[config.mk]
export PLATFORM = sky130hd
export DESIGN_NAME = tag_memory_command_handler
export DESIGN_NICKNAME = d
export VERILOG_FILES = /design/src/hw/tag_cmd_pkg.sv /design/src/hw/tag_memory_command_handler.sv
export VERILOG_INCLUDE_DIRS = /design/src /design/src/hw
export SDC_FILE = /design/constraint.sdc
export NUM_CORES = 2
export LEC_CHECK = 0
export ABC_AREA = 1
export CAP_MARGIN = 25
export CELL_PAD_IN_SITES_DETAIL_PLACEMENT = 1
export CELL_PAD_IN_SITES_GLOBAL_PLACEMENT = 1
export CORE_UTILIZATION = 35
export CTS_CLUSTER_DIAMETER = 40
export DETAILED_ROUTE_END_ITERATION = 7
export DONT_BUFFER_PORTS = 1
export MAX_ROUTING_LAYER = met4
export PLACE_DENSITY = 0.71
export SKIP_CTS_REPAIR_TIMING = 1
export SYNTH_ARGS = -nofsm -noshare
export SYNTH_HDL_FRONTEND = slang
export SYNTH_SLANG_ARGS = --single-unit
[constraint.sdc]
create_clock -name hclk -period 3.05 [get_ports hclk]
set_clock_uncertainty 0.2 [all_clocks]
set_input_delay 0.61 -clock hclk [delete_from_list [all_inputs] [get_ports hclk]]
set_output_delay 0.61 -clock hclk [all_outputs]
set_load 0.01 [all_outputs]
[src/hw/tag_cmd_consts.svh]
// Command codes, reply codes, memory layout, register map and timing of the tag command handler
`ifndef TAG_CMD_CONSTS_SVH
`define TAG_CMD_CONSTS_SVH
`define CMD_READ_BLOCK      8'h20
`define CMD_WRITE_BLOCK     8'h21
`define CMD_LOCK_BLOCK      8'h22
`define CMD_WRITE_FAMILY    8'h27
`define CMD_LOCK_FAMILY     8'h28
`define CMD_SYS_INFO        8'h2B
`define CMD_READ_ID         8'h30
`define CMD_CUSTOM_READ     8'hA4
`define CMD_SECURE_READ     8'hB0
`define IND_OK              8'h00
`define IND_FAIL            8'h01
`define ERR_BAD_BLOCK       8'h10
`define ERR_ALREADY_LOCKED  8'h11
`define ERR_WRITE_LOCKED    8'h12
`define INFO_FLAGS          8'h0F
`define BLOCK_COUNT         8'h12
`define BLOCK_SIZE_CODE     8'h07
`define SEC_UNPROTECTED     8'h00
`define SEC_PROTECTED       8'h01
`define LAST_BLOCK          8'h11
`define FAMILY_BLOCK        5'h10
`define CTRL_BLOCK          5'h11
`define FAMILY_BYTE         3
`define EPROM_BYTE          3
`define FAMILY_LOCK_BYTE    4
`define FAMILY_LOCKED       8'hAA
`define REQ_MAX             10
`define RESP_MAX            15
`define REG_CTRL            32'h0000_0000
`define REG_STATUS          32'h0000_0004
`define REG_REQ_COUNT       32'h0000_0008
`define REG_REVISION        32'h0000_000C
`define CTRL_ACTIVE_BIT     0
`define TPROG_NS            10000000
`define HCLK_NS             25
`define PROG_CYCLES         ((`TPROG_NS + `HCLK_NS - 1) / `HCLK_NS)
`endif

[src/hw/tag_cmd_pkg.sv]
// Types shared by the tag command handler
package tag_cmd_pkg;
    typedef enum logic [2:0] {ST_IDLE, ST_RX, ST_EXEC, ST_PROG, ST_TX} cmd_state_t;
    typedef struct packed {
        logic       clk;
        logic [7:0] data;
        logic       valid;
        logic       frame_end;
        logic       crc_ok;
        logic       blk_num;
    } link_rx_t;
endpackage

[src/hw/tag_memory_command_handler.sv]
// Command interpreter for the tag memory, with an AHB-Lite control port
//
// Chosen here: the address map and the AHB-Lite slave port.
`timescale 1ns/1ps
`include "tag_cmd_consts.svh"
module tag_memory_command_handler #(
    parameter int         PROG_CYCLES = `PROG_CYCLES,
    parameter logic [63:0] UID        = 64'h0123_4567_89AB_CDEF, // Arbitrary value
    parameter logic [7:0]  REV_CODE   = 8'h5C,                   // Arbitrary value
    parameter logic [7:0]  SPARE_INFO = 8'h00
) (
    input  wire logic        hclk,
    input  wire logic        hresetn,
    input  wire logic        hsel,
    input  wire logic [31:0] haddr,
    input  wire logic [1:0]  htrans,
    input  wire logic        hwrite,
    input  wire logic [2:0]  hsize,
    input  wire logic [31:0] hwdata,
    input  wire logic        hready,
    output logic             hreadyout,
    output logic [31:0]      hrdata,
    output logic             hresp,
    input  wire logic        link_clk,
    input  wire logic [7:0]  rx_data,
    input  wire logic        rx_valid,
    input  wire logic        rx_end,
    input  wire logic        rx_crc_ok,
    input  wire logic        rx_blk_num,
    output logic [7:0]       tx_data,
    output logic             tx_valid,
    output logic             tx_last,
    output logic             tx_blk_num
);
    tag_cmd_pkg::cmd_state_t state_reg;
    tag_cmd_pkg::link_rx_t   rx_meta;
    tag_cmd_pkg::link_rx_t   rx_sync;
    logic                    link_clk_d;
    logic                    link_rise;
    logic [63:0]             mem_reg  [0:17];
    logic [15:0]             wcnt_reg [0:17];
    logic [7:0]              req_reg  [0:`REQ_MAX-1];
    logic [7:0]              resp_reg [0:`RESP_MAX-1];
    logic [7:0]              exec_resp [0:`RESP_MAX-1];
    logic [3:0]              req_len_reg;
    logic [3:0]              resp_len_reg;
    logic [3:0]              exec_len;
    logic                    exec_silent;
    logic                    exec_prog;
    logic [63:0]             exec_data;
    logic [4:0]              wr_blk_reg;
    logic [63:0]             wr_data_reg;
    logic [31:0]             prog_cnt_reg;
    logic                    active_reg;
    logic [15:0]             req_count_reg;
    logic [7:0]              last_err_reg;
    logic                    ph_write_reg;
    logic                    ph_read_reg;
    logic [31:0]             ph_addr_reg;

    // Two-flop synchroniser; link_rise looks only at the second stage
    always_ff @(posedge hclk or negedge hresetn) begin
        if (!hresetn) begin
            rx_meta    <= '0;
            rx_sync    <= '0;
            link_clk_d <= 1'b0;
        end else begin
            rx_meta    <= {link_clk, rx_data, rx_valid, rx_end, rx_crc_ok, rx_blk_num};
            rx_sync    <= rx_meta;
            link_clk_d <= rx_sync.clk;
        end
    end
    assign link_rise = rx_sync.clk & ~link_clk_d;

    // Request decode, reply build and write-buffer masking
    logic [7:0] cmd;
    logic [7:0] bnum;
    logic [4:0] b;
    logic       bad_blk;
    logic [63:0] ctrl_blk;
    logic [17:0] lock_bits;
    logic       blk_locked;
    logic       fam_locked;
    logic       eprom;
    always_comb begin
        cmd        = req_reg[0];
        bnum       = req_reg[1];
        b          = bnum[4:0];
        bad_blk    = (bnum > `LAST_BLOCK);
        ctrl_blk   = mem_reg[`CTRL_BLOCK];
        lock_bits  = ctrl_blk[17:0];
        blk_locked = !bad_blk && lock_bits[b];
        fam_locked = (ctrl_blk[8*`FAMILY_LOCK_BYTE +: 8] == `FAMILY_LOCKED);
        eprom      = !bad_blk && !b[4] && ctrl_blk[8*`EPROM_BYTE + b[3:2]];
        for (int i = 0; i < `RESP_MAX; i++) exec_resp[i] = 8'h00;
        exec_len    = 4'h1;
        exec_silent = 1'b0;
        exec_prog   = 1'b0;
        exec_data   = mem_reg[b];
        exec_resp[0] = `IND_OK;
        if ((cmd == `CMD_READ_BLOCK || cmd == `CMD_SECURE_READ || cmd == `CMD_CUSTOM_READ ||
             cmd == `CMD_WRITE_BLOCK || cmd == `CMD_LOCK_BLOCK) && bad_blk) begin
            exec_resp[0] = `IND_FAIL;
            exec_resp[1] = `ERR_BAD_BLOCK;
            exec_len     = 4'h2;
        end else if (cmd == `CMD_SYS_INFO) begin
            exec_resp[1] = `INFO_FLAGS;
            for (int i = 0; i < 8; i++) exec_resp[2+i] = UID[8*i +: 8];
            exec_resp[10] = SPARE_INFO;
            exec_resp[11] = mem_reg[`FAMILY_BLOCK][8*`FAMILY_BYTE +: 8];
            exec_resp[12] = `BLOCK_COUNT;
            exec_resp[13] = `BLOCK_SIZE_CODE;
            exec_resp[14] = REV_CODE;
            exec_len      = 4'hF;
        end else if (cmd == `CMD_READ_ID) begin
            for (int i = 0; i < 8; i++) exec_resp[1+i] = UID[8*i +: 8];
            exec_len = 4'h9;
        end else if (cmd == `CMD_READ_BLOCK) begin
            for (int i = 0; i < 8; i++) exec_resp[1+i] = mem_reg[b][8*i +: 8];
            exec_len = 4'h9;
        end else if (cmd == `CMD_SECURE_READ) begin
            exec_resp[1] = blk_locked ? `SEC_PROTECTED : `SEC_UNPROTECTED;
            for (int i = 0; i < 8; i++) exec_resp[2+i] = mem_reg[b][8*i +: 8];
            exec_len = 4'hA;
        end else if (cmd == `CMD_CUSTOM_READ) begin
            for (int i = 0; i < 8; i++) exec_resp[1+i] = mem_reg[b][8*i +: 8];
            exec_resp[9]  = wcnt_reg[b][7:0];
            exec_resp[10] = wcnt_reg[b][15:8];
            exec_len      = 4'hB;
        end else if (cmd == `CMD_WRITE_BLOCK && req_len_reg == 4'(`REQ_MAX)) begin
            if (blk_locked) begin
                exec_resp[0] = `IND_FAIL;
                exec_resp[1] = `ERR_WRITE_LOCKED;
                exec_len     = 4'h2;
            end else begin
                exec_prog = 1'b1;
                for (int i = 0; i < 8; i++) begin
                    exec_data[8*i +: 8] = eprom ? (req_reg[2+i] & mem_reg[b][8*i +: 8])
                                                : req_reg[2+i];
                end
                // Lock and mode bits only ever set, so a write cannot unlock
                if (b == `CTRL_BLOCK) begin
                    exec_data[31:0] = exec_data[31:0] | ctrl_blk[31:0];
                    if (fam_locked) exec_data[8*`FAMILY_LOCK_BYTE +: 8] = `FAMILY_LOCKED;
                end
                if (b == `FAMILY_BLOCK && fam_locked)
                    exec_data[8*`FAMILY_BYTE +: 8] = mem_reg[b][8*`FAMILY_BYTE +: 8];
            end
        end else if (cmd == `CMD_LOCK_BLOCK && req_len_reg == 4'h2) begin
            if (blk_locked) begin
                exec_resp[0] = `IND_FAIL;
                exec_resp[1] = `ERR_ALREADY_LOCKED;
                exec_len     = 4'h2;
            end else begin
                exec_prog    = 1'b1;
                exec_data    = ctrl_blk;
                exec_data[b] = 1'b1;
            end
        end else if (cmd == `CMD_WRITE_FAMILY && req_len_reg == 4'h2) begin
            if (fam_locked) begin
                exec_resp[0] = `IND_FAIL;
                exec_resp[1] = `ERR_WRITE_LOCKED;
                exec_len     = 4'h2;
            end else begin
                exec_prog = 1'b1;
                exec_data = mem_reg[`FAMILY_BLOCK];
                exec_data[8*`FAMILY_BYTE +: 8] = bnum;
            end
        end else if (cmd == `CMD_LOCK_FAMILY) begin
            if (fam_locked) begin
                exec_resp[0] = `IND_FAIL;
                exec_resp[1] = `ERR_ALREADY_LOCKED;
                exec_len     = 4'h2;
            end else begin
                exec_prog = 1'b1;
                exec_data = ctrl_blk;
                exec_data[8*`FAMILY_LOCK_BYTE +: 8] = `FAMILY_LOCKED;
            end
        end else begin
            exec_silent = 1'b1;
        end
    end

    logic [4:0] exec_blk;
    assign exec_blk = (cmd == `CMD_LOCK_BLOCK || cmd == `CMD_LOCK_FAMILY) ? `CTRL_BLOCK :
                      (cmd == `CMD_WRITE_FAMILY) ? `FAMILY_BLOCK : b;

    // Command sequencer
    always_ff @(posedge hclk or negedge hresetn) begin
        if (!hresetn) begin
            state_reg    <= tag_cmd_pkg::ST_IDLE;
            req_len_reg  <= 4'h0;
            resp_len_reg <= 4'h0;
            prog_cnt_reg <= 32'h0000_0000;
            wr_blk_reg   <= 5'h00;
            wr_data_reg  <= 64'h0;
            tx_blk_num   <= 1'b0;
            last_err_reg <= 8'h00;
            for (int i = 0; i < `REQ_MAX; i++) req_reg[i] <= 8'h00;
            for (int i = 0; i < `RESP_MAX; i++) resp_reg[i] <= 8'h00;
        end else if (link_rise || state_reg == tag_cmd_pkg::ST_EXEC || state_reg == tag_cmd_pkg::ST_PROG) begin
            case (state_reg)
                tag_cmd_pkg::ST_IDLE, tag_cmd_pkg::ST_RX: begin
                    if (rx_sync.valid && req_len_reg < 4'(`REQ_MAX)) begin
                        req_reg[req_len_reg] <= rx_sync.data;
                        req_len_reg          <= req_len_reg + 4'h1;
                        state_reg            <= tag_cmd_pkg::ST_RX;
                    end
                    if (rx_sync.frame_end) begin
                        tx_blk_num <= rx_sync.blk_num;
                        state_reg  <= (rx_sync.crc_ok && active_reg && req_len_reg != 4'h0) ?
                                      tag_cmd_pkg::ST_EXEC : tag_cmd_pkg::ST_IDLE;
                        if (!(rx_sync.crc_ok && active_reg)) req_len_reg <= 4'h0;
                    end
                end
                tag_cmd_pkg::ST_EXEC: begin
                    for (int i = 0; i < `RESP_MAX; i++) resp_reg[i] <= exec_resp[i];
                    resp_len_reg <= exec_len;
                    wr_blk_reg   <= exec_blk;
                    wr_data_reg  <= exec_data;
                    prog_cnt_reg <= 32'(PROG_CYCLES);
                    req_len_reg  <= 4'h0;
                    last_err_reg <= (exec_len == 4'h2) ? exec_resp[1] : 8'h00;
                    state_reg    <= exec_silent ? tag_cmd_pkg::ST_IDLE :
                                    exec_prog ? tag_cmd_pkg::ST_PROG : tag_cmd_pkg::ST_TX;
                end
                tag_cmd_pkg::ST_PROG: begin
                    prog_cnt_reg <= prog_cnt_reg - 32'h1;
                    if (prog_cnt_reg == 32'h1) state_reg <= tag_cmd_pkg::ST_TX;
                end
                tag_cmd_pkg::ST_TX: begin
                    // Shift register keeps tx_data straight from a flop
                    for (int i = 0; i < `RESP_MAX - 1; i++) resp_reg[i] <= resp_reg[i+1];
                    resp_len_reg <= resp_len_reg - 4'h1;
                    if (resp_len_reg == 4'h1) state_reg <= tag_cmd_pkg::ST_IDLE;
                end
                default: state_reg <= tag_cmd_pkg::ST_IDLE;
            endcase
        end
    end

    // Nonvolatile array; committed at the last programming cycle
    always_ff @(posedge hclk or negedge hresetn) begin
        if (!hresetn) begin
            for (int i = 0; i < 18; i++) begin
                mem_reg[i]  <= 64'h0;
                wcnt_reg[i] <= 16'h0000;
            end
        end else if (state_reg == tag_cmd_pkg::ST_PROG && prog_cnt_reg == 32'h1) begin
            mem_reg[wr_blk_reg]  <= wr_data_reg;
            wcnt_reg[wr_blk_reg] <= wcnt_reg[wr_blk_reg] + 16'h1;
        end
    end

    // Reply handed to the framer; a byte is taken at each link clock rise
    assign tx_valid = (state_reg == tag_cmd_pkg::ST_TX);
    assign tx_last  = tx_valid && (resp_len_reg == 4'h1);
    assign tx_data  = resp_reg[0];

    // AHB-Lite slave, zero wait states
    always_ff @(posedge hclk or negedge hresetn) begin
        if (!hresetn) begin
            ph_write_reg <= 1'b0;
            ph_read_reg  <= 1'b0;
            ph_addr_reg  <= 32'h0000_0000;
        end else if (hready) begin
            ph_write_reg <= hsel && htrans[1] && hwrite;
            ph_read_reg  <= hsel && htrans[1] && !hwrite;
            ph_addr_reg  <= haddr;
        end
    end

    always_ff @(posedge hclk or negedge hresetn) begin
        if (!hresetn) begin
            active_reg <= 1'b0;
        end else if (ph_write_reg && ph_addr_reg == `REG_CTRL) begin
            active_reg <= hwdata[`CTRL_ACTIVE_BIT];
        end
    end

    always_ff @(posedge hclk or negedge hresetn) begin
        if (!hresetn) begin
            req_count_reg <= 16'h0000;
        end else if (state_reg == tag_cmd_pkg::ST_EXEC) begin
            req_count_reg <= req_count_reg + 16'h1;
        end
    end

    always_comb begin
        hrdata = 32'h0000_0000;
        if (!ph_read_reg) begin
            hrdata = 32'h0000_0000;
        end else if (ph_addr_reg == `REG_CTRL) begin
            hrdata = {31'h0, active_reg};
        end else if (ph_addr_reg == `REG_STATUS) begin
            hrdata = {16'h0, last_err_reg, 5'h0, state_reg};
        end else if (ph_addr_reg == `REG_REQ_COUNT) begin
            hrdata = {16'h0, req_count_reg};
        end else if (ph_addr_reg == `REG_REVISION) begin
            hrdata = {24'h0, REV_CODE};
        end
    end
    assign hreadyout = 1'b1;
    assign hresp     = 1'b0;

    a_prog_full_time: assert property (@(posedge hclk) disable iff (!hresetn)
        $rose(state_reg == tag_cmd_pkg::ST_PROG) |-> prog_cnt_reg == 32'(PROG_CYCLES))
        else $error("programming started with a wrong count");
    a_no_tx_in_prog: assert property (@(posedge hclk) disable iff (!hresetn)
        state_reg == tag_cmd_pkg::ST_PROG && prog_cnt_reg > 32'h1 |=> !tx_valid)
        else $error("reply sent before programming ended");
    a_silent_unknown: assert property (@(posedge hclk) disable iff (!hresetn)
        state_reg == tag_cmd_pkg::ST_EXEC && exec_silent |=> state_reg == tag_cmd_pkg::ST_IDLE)
        else $error("unknown command not ignored");
    a_inactive_idle: assert property (@(posedge hclk) disable iff (!hresetn)
        state_reg == tag_cmd_pkg::ST_RX && link_rise && rx_sync.frame_end && !(active_reg && rx_sync.crc_ok)
        |=> state_reg == tag_cmd_pkg::ST_IDLE)
        else $error("request processed while inactive or with a bad checksum");
    a_bad_block_err: assert property (@(posedge hclk) disable iff (!hresetn)
        state_reg == tag_cmd_pkg::ST_EXEC && cmd == `CMD_READ_BLOCK && bnum > `LAST_BLOCK
        |=> resp_reg[0] == `IND_FAIL && resp_reg[1] == `ERR_BAD_BLOCK && resp_len_reg == 4'h2)
        else $error("invalid block not reported");
    a_write_ok_len: assert property (@(posedge hclk) disable iff (!hresetn)
        $rose(state_reg == tag_cmd_pkg::ST_PROG) |-> resp_len_reg == 4'h1 && resp_reg[0] == `IND_OK)
        else $error("write reply is not a single ok byte");
    a_sysinfo_len: assert property (@(posedge hclk) disable iff (!hresetn)
        state_reg == tag_cmd_pkg::ST_EXEC && cmd == `CMD_SYS_INFO
        |=> resp_len_reg == 4'hF && resp_reg[1] == `INFO_FLAGS && resp_reg[14] == REV_CODE)
        else $error("system information reply malformed");
    a_uid_order: assert property (@(posedge hclk) disable iff (!hresetn)
        state_reg == tag_cmd_pkg::ST_EXEC && cmd == `CMD_READ_ID
        |=> resp_reg[1] == UID[7:0] && resp_reg[8] == UID[63:56])
        else $error("identifier byte order wrong");
    a_blk_num_held: assert property (@(posedge hclk) disable iff (!hresetn)
        tx_valid |=> $stable(tx_blk_num))
        else $error("reply block number changed during reply");
    c_write: cover property (@(posedge hclk) disable iff (!hresetn)
        state_reg == tag_cmd_pkg::ST_PROG ##1 state_reg == tag_cmd_pkg::ST_TX);
    c_read: cover property (@(posedge hclk) disable iff (!hresetn)
        state_reg == tag_cmd_pkg::ST_EXEC && cmd == `CMD_READ_BLOCK && !bad_blk);
    c_error: cover property (@(posedge hclk) disable iff (!hresetn) tx_valid && tx_data == `IND_FAIL);
endmodule

Word-level counts from Yosys, hierarchy flattened
Index checks and enable logic that the tools add are counted.
- $add $sub $neg: 6
- magnitude comparators: 11
- eq/ne operators: 27
- muxes and demuxes: 143
- bitwise gates (word level): 15
- reduce and logical (&&, ||, !) cells: 44
- operator list (operator ; number):
    64-bit 2-to-1 mux ; 19
    1152-bit bitwise mux ; 1
    72-bit 2-to-1 mux ; 7
    64-bit binary-select mux with 5-bit select ; 1
    64-bit demux with 5-bit select ; 1
    288-bit bitwise mux ; 1
    16-bit 2-to-1 mux ; 18
    112-bit one-hot mux with 2 select lines ; 1
    16-bit binary-select mux with 5-bit select ; 2
    8-bit 2-to-1 mux ; 19
    32-bit 2-to-1 mux ; 4
    104-bit 2-to-1 mux ; 1
    80-bit bitwise mux ; 1
    16-bit demux with 5-bit select ; 1
    80-bit 2-to-1 mux ; 1
    8-bit AND ; 8
    32-bit by 4-bit == test with 1-bit output, second input constant ; 2
    64-bit by 32-bit bitwise OR with 64-bit output ; 1
    32-bit one-hot mux with 2 select lines ; 1
    8-bit by 6-bit == test with 1-bit output, second input constant ; 7
    9-bit 2-to-1 mux ; 5
    4-bit 2-to-1 mux ; 11
    40-bit 2-to-1 mux ; 1
    16-bit by 1-bit adder with 16-bit output, second input constant ; 2
    other kinds (53) ; 130
- register bits after elaboration: 1839
- bits of input ports: 87
- output and inout bits: 45
- logic and storage cells: 333

Logic depth before layout (Yosys ltp)
- depth after elaboration: 19
- depth in mapped cells: 22
- depth with buffers taken out: 17

Least setup slack after synthesis
Ideal clock, no wire load.
- path kind: reg2reg
- from: register wr_blk_reg[1]
- to: register wcnt_reg[150] (netlist bit)
- library setup time: 0.132 ns
- data arrival time: 2.908 ns
- data required time: 2.718 ns
- slack: -0.190 ns
- cell stages (with the launch flop): 20
- buffers on the path: 6
- period minus slack after synthesis: 3.240 ns
- path through: dfrtp_1 buf_4 inv_2 buf_4 nor2_4 buf_2 nand2_1 nand2_1 nor2_1 nor2_1 nor2_1 nand4_1 clkbuf_1 clkbuf_1 ha_1 nand3_2 nor2_4 xor2_2 buf_2 o21ai_1
- longest elaborated chain between the ends: 6
- elaborated cells between the ends (all ways): 11
- those cells by class: add/sub: 1; order compare: 2; mux: 6; bitwise: 1; reduce/logical: 1
- ends and longest elaborated chain (item ; line ; source):
    start: declaration ; tag_memory_command_handler.sv:51 ; logic [4:0] wr_blk_reg;
    start signal: assignment ; tag_memory_command_handler.sv:219 ; wr_blk_reg <= exec_blk;
    5-bit inverter with 6-bit output (implied by the code) * ; tag_memory_command_handler.sv:251 ; wcnt_reg[wr_blk_reg] <= wcnt_reg[wr_blk_reg] + 16'h1;
    16-bit binary-select mux with 5-bit select (tied with other cells) ; tag_memory_command_handler.sv:251 ;
    16-bit 2-to-1 mux (implied by the code) or 1-bit logical AND (tied branches) ; tag_memory_command_handler.sv:251 ;
    16-bit 2-to-1 mux (implied by the code) ; tag_memory_command_handler.sv:251 ;
    16-bit by 1-bit adder with 16-bit output or 16-bit demux with 5-bit select (tied branches) ; tag_memory_command_handler.sv:251 ;
    288-bit bitwise mux * ; tag_memory_command_handler.sv:251 ;
    end signal: indexed assignment ; tag_memory_command_handler.sv:251 ;
    end: declaration ; tag_memory_command_handler.sv:41 ; logic [15:0] wcnt_reg [0:17];
Mark *: on every way between the ends. The rest lies on a longest branch, timed or not. The select of a mux whose other input is x is not followed.
A chain may end at the register's enable or synchronous reset.

Final worst setup path
- from: register ph_addr_reg[25]
- to: output port hrdata[1]
- longest elaborated chain between the ends: 5
- elaborated cells between the ends (all ways): 7
- those cells by class: eq/ne: 2; mux: 4; reduce/logical: 1
- ends and longest elaborated chain (item ; line ; source):
    start: declaration ; tag_memory_command_handler.sv:59 ; logic [31:0] ph_addr_reg;
    start signal: assignment ; tag_memory_command_handler.sv:269 ; ph_addr_reg <= haddr;
    32-bit by 4-bit == test with 1-bit output (no source line) ; - ;
    16-bit 2-to-1 mux ; tag_memory_command_handler.sv:297 ; end else if (ph_addr_reg == `REG_REQ_COUNT) begin
    32-bit 2-to-1 mux ; tag_memory_command_handler.sv:295 ; end else if (ph_addr_reg == `REG_STATUS) begin
    32-bit 2-to-1 mux * ; tag_memory_command_handler.sv:293 ; end else if (ph_addr_reg == `REG_CTRL) begin
    32-bit 2-to-1 mux * ; tag_memory_command_handler.sv:291 ; if (!ph_read_reg) begin
    end: declaration ; tag_memory_command_handler.sv:22 ; output logic [31:0] hrdata,
Mark *: on every way between the ends. The rest lies on a longest branch, timed or not.

==> metrics.txt <==
# TYPE chip_impl_metric gauge
chip_impl_metric{name="number_of_global_route_vias_before_repair",unit=""} 88142
chip_impl_info{name="hold_start",value="rx_data[5]"} 1
chip_impl_metric{name="tritoncts.num_buffers",unit=""} 342
chip_impl_metric{name="pwr_density_cell",unit="mW/mm²"} 682.0
chip_impl_metric{name="vdd.ir_drop.worst",unit="V"} 0.0006463
chip_impl_info{name="outcome",value="finished, violations left"} 1
chip_impl_metric{name="route.detailed.drc",unit=""} 0
chip_impl_metric{name="crit_required",unit="ns"} 2.24
chip_impl_info{name="violations_in_the_final_reports",value="negative setup slack"} 1
chip_impl_info{name="most-common-layout-cells",value="nand2_1 (3983), dfrtp_1 (1817), o21ai_0 (1680)"} 1
chip_impl_info{name="hold_class",value="in2reg"} 1
chip_impl_metric{name="dieHeight",unit="µm"} 501.7
chip_impl_info{name="rr_startpoint",value="wr_blk_reg[0]"} 1
chip_impl_metric{name="dp_wirelength",unit="mm"} 247.4
chip_impl_metric{name="setup_viol",unit=""} 27
chip_impl_metric{name="drtPass1Iterations",unit=""} 5
chip_impl_info{name="cts_root_buf",value="clkbuf_16"} 1
chip_impl_info{name="most_common_library_cell_in_the_layout_ignoring_fill_and_taps",value="nand2_1"} 1
chip_impl_metric{name="floorplan.initialDensity",unit="%"} 35.18
chip_impl_metric{name="synthesis.area_per_instance",unit="µm²"} 7.807
chip_impl_info{name="worst-setup-path-type",value="reg2out"} 1
chip_impl_metric{name="final_report_hold_violation_count",unit=""} 0
chip_impl_metric{name="fp-row-count",unit=""} 183
chip_impl_metric{name="clockBufferDepth",unit=""} 4
chip_impl_metric{name="finalInstanceArea",unit="mm²"} 0.1095
chip_impl_metric{name="synth_enable_flop_cells",unit=""} 0
chip_impl_metric{name="holdPathStages",unit=""} 1
chip_impl_metric{name="power.leakage",unit="µW"} 0.05097
chip_impl_metric{name="die_width",unit="µm"} 501.7
chip_impl_metric{name="worst-path-max-fanout",unit=""} 7
chip_impl_metric{name="dp_cells",unit=""} 14392
chip_impl_metric{name="holdWs",unit="ns"} 0.01047
chip_impl_info{name="postSynth.topFlopCell",value="dfrtp_1"} 1
chip_impl_metric{name="routed_wl",unit="mm"} 386.3
chip_impl_metric{name="maximum_achievable_frequency",unit="MHz"} 264.0
chip_impl_metric{name="syn_to_final_growth",unit="%"} 25.30
chip_impl_metric{name="asyncSetResetFlopFracSynth",unit="%"} 100.0
chip_impl_metric{name="flip_flop_count_of_the_largest_register_all_copies_and_words_added",unit=""} 1088
chip_impl_metric{name="number_of_distinct_library_cell_variants_in_the_gate_level_netlist_after_synthesis",unit=""} 59
chip_impl_metric{name="die-area",unit="mm²"} 0.2517
chip_impl_metric{name="drt-vias-per-instance",unit=""} 5.640
chip_impl_metric{name="dr_total_vias",unit=""} 85475
chip_impl_info{name="start_kind",value="flip-flop"} 1
chip_impl_metric{name="crit_path_arrival_time",unit="ns"} 2.98
chip_impl_metric{name="cell_count_after_synthesis",unit=""} 11196
chip_impl_metric{name="synth.cell_area",unit="mm²"} 0.08741
chip_impl_metric{name="wl_per_cell",unit="µm"} 25.49
chip_impl_metric{name="postSynthRegisterBits",unit=""} 1824
chip_impl_metric{name="fin_cells",unit=""} 15155
chip_impl_info{name="grt_setup_unrepaired",value="true"} 1
chip_impl_metric{name="global_route.usage.total",unit="%"} 30.68
chip_impl_metric{name="layout.nets",unit=""} 11656
chip_impl_info{name="tritoncts",value="built"} 1
chip_impl_metric{name="slew_headroom",unit="%"} 25.79
chip_impl_metric{name="cts_num_sinks",unit=""} 1824
chip_impl_metric{name="num_io_pins",unit=""} 132
chip_impl_metric{name="grt_overflow",unit=""} 0
chip_impl_metric{name="timing_worst_slew_pin_value",unit="ns"} 1.112
chip_impl_metric{name="detailedPlace.worstSlack",unit="ns"} -0.2674
chip_impl_metric{name="fin_crit_sh",unit="%"} 124.2
chip_impl_info{name="end_kind",value="output port"} 1
chip_impl_metric{name="wire_length_of_the_first_global_routing_pass",unit="mm"} 568.3
chip_impl_metric{name="yosys_warnings",unit=""} 0
chip_impl_metric{name="final_critical_path_setup_slack",unit="ns"} -0.7386
chip_impl_metric{name="sequential_share_of_the_synthesized_area",unit="%"} 52.22
chip_impl_metric{name="timing.reg2reg.setup_slack",unit="ns"} -0.10
chip_impl_metric{name="drt-initial-drc-count",unit=""} 8203
chip_impl_metric{name="r2r.worst_path.cells",unit=""} 15
chip_impl_metric{name="design.core.area",unit="mm²"} 0.2484
chip_impl_info{name="r2r-end",value="wcnt_reg[68]"} 1
chip_impl_metric{name="htree_levels",unit=""} 5
chip_impl_metric{name="number_of_pins_exceeding_their_max_slew_limit_in_the_final_report",unit=""} 0
chip_impl_metric{name="gp_routability_congestion",unit=""} 0.9473
chip_impl_metric{name="share_of_layout_cells_above_drive_strength_1",unit="%"} 12.86
chip_impl_metric{name="maximum_number_of_pins_on_one_net_before_global_route_repair",unit=""} 139
chip_impl_metric{name="worstSkewPairLatency",unit="ns"} 0.99
chip_impl_metric{name="timing.max_cap.violations",unit=""} 0
chip_impl_metric{name="placement.io_buffers",unit=""} 0
chip_impl_metric{name="total_placed_instance_area",unit="mm²"} 0.09577
chip_impl_metric{name="antenna_found_initial",unit=""} 15
chip_impl_metric{name="final_antenna_net_count",unit=""} 0
chip_impl_info{name="hold_end",value="rx_meta[9]"} 1
chip_impl_metric{name="path_clk_slew",unit="ns"} 0.06
chip_impl_metric{name="final.min_clock_period",unit="ns"} 3.789
chip_impl_metric{name="fillerInstances",unit=""} 29239
## critical path, stage by stage (launching register included)
cell	delay (ns)
dfrtp_1	0.43
inv_2	0.09
nand4_1	0.17
nor2_1	0.16
nand3_1	0.10
nor2_1	0.16
buf_4	0.21
nand3_4	0.11
inv_6	0.11
buf_6	0.14
nand2_2	0.07
a21oi_2	0.24
## cells by family (layout without fill, tap and decap cells)
| logic type | Yosys count | in the layout | synth area share [%] |
|---|---|---|---|
| and+or+nand+nor | 5133 | 5137 | 23.36 |
| AOI/OAI and AO/OA | 2678 | 2678 | 16.76 |
| DFF | 1824 | 1824 | 52.22 |
| buffers and inverters | 1500 | 2098 | 6.934 |
| xor gates and xnor gates | 29 | 29 | 0.3164 |
| muxes | 20 | 20 | 0.2577 |
| adders and majority gates | 10 | 10 | 0.1431 |
| other | 2 | 29 | 0.008592 |
## cell usage after synthesis (5+ instances only)
cell type / instances / area [µm²]
or2_2: 22 / 137.6
nand2_1: 4015 / 15070
xor2_1: 23 / 201.4
nor3_4: 6 / 97.59
buf_1: 65 / 244.0
nor2_4: 5 / 56.30
ha_1: 10 / 125.1
o22ai_1: 78 / 488.0
dfrtp_1: 1824 / 45640
o21a_1: 5 / 37.54
nor2_2: 14 / 87.58
a21boi_1: 10 / 75.07
a211oi_1: 8 / 60.06
a22o_1: 11 / 96.34
nand3_1: 371 / 1857
clkinv_1: 12 / 45.04
nor3_2: 9 / 90.09
a21oi_1: 303 / 1516
mux2_2: 20 / 225.2
nand2_2: 18 / 112.6
a22oi_1: 326 / 2447
a31oi_1: 21 / 131.4
o221ai_1: 13 / 113.9
nor2_1: 512 / 1922
o211ai_1: 25 / 187.7
nor3_1: 48 / 240.2
clkbuf_1: 513 / 1926
inv_1: 675 / 2534
nor4_1: 8 / 50.05
o21ai_0: 1692 / 8468
inv_2: 23 / 86.33
o21ai_1: 155 / 775.7
buf_6: 10 / 112.6
nand4_1: 90 / 563.0
buf_4: 41 / 307.8
buf_2: 160 / 800.8
a21boi_0: 9 / 67.56
## area by class of cell
type / count / area [µm²] / area share [%]
Antenna cell: 11 / 27.53 / 0.02513
Clock buffer: 421 / 9409 / 8.591
Clock inverter: 178 / 2088 / 1.907
Inverter: 710 / 2813 / 2.568
Multi-Input combinational cell: 7892 / 36360 / 33.20
Sequential cell: 1824 / 45660 / 41.69
Tap cell: 3330 / 4167 / 3.804
Timing Repair Buffer: 789 / 9001 / 8.219
## how the worst max path moves through the flow
stage | start | slack (ns) | end | depth (start not counted)
after floorplan | wr_blk_reg[1] | -0.006 | wcnt_reg[150] | 19
after global placement | req_len_reg[0] | -0.22 | wr_data_reg[35] | 13
after detailed placement | req_len_reg[0] | -0.27 | wr_data_reg[35] | 13
after CTS | state_reg[1] | -0.80 | tx_last | 7
after global routing | ph_addr_reg[13] | -0.80 | hrdata[1] | 9
final | ph_addr_reg[25] | -0.74 | hrdata[1] | 11
## through the flow
step / setup TNS [ns] / utilization [%] / power [µW]
final: -10.58 / 44.08 / 74690
after floorplan: -0.02276 / - / 28900
after global placement: -1.718 / 38.54 / 35910
after global routing: -24.10 / 44.08 / 76370
after CTS: -15.60 / 43.18 / 74330
after detailed placement: -3.195 / 38.55 / 35990
## where the power goes
part           switching [µW]  total (µW)  internal (µW)  leakage (µW)
clock network           13600       38400          24800       0.00555
logic                    8380       11500           3160        0.0201
registers                 239       24800          24500        0.0253
## routing by layer
metal	global-route usage, %	vias to the layer above	wire length [µm]
met5	-	-	0
met1	38.96	43859	160000
met4	13.07	0	18910
met2	48.45	3392	180700
li1	-	37239	-
met3	4.904	985	26680
No activity file was read; power rests on OpenSTA's default activity.
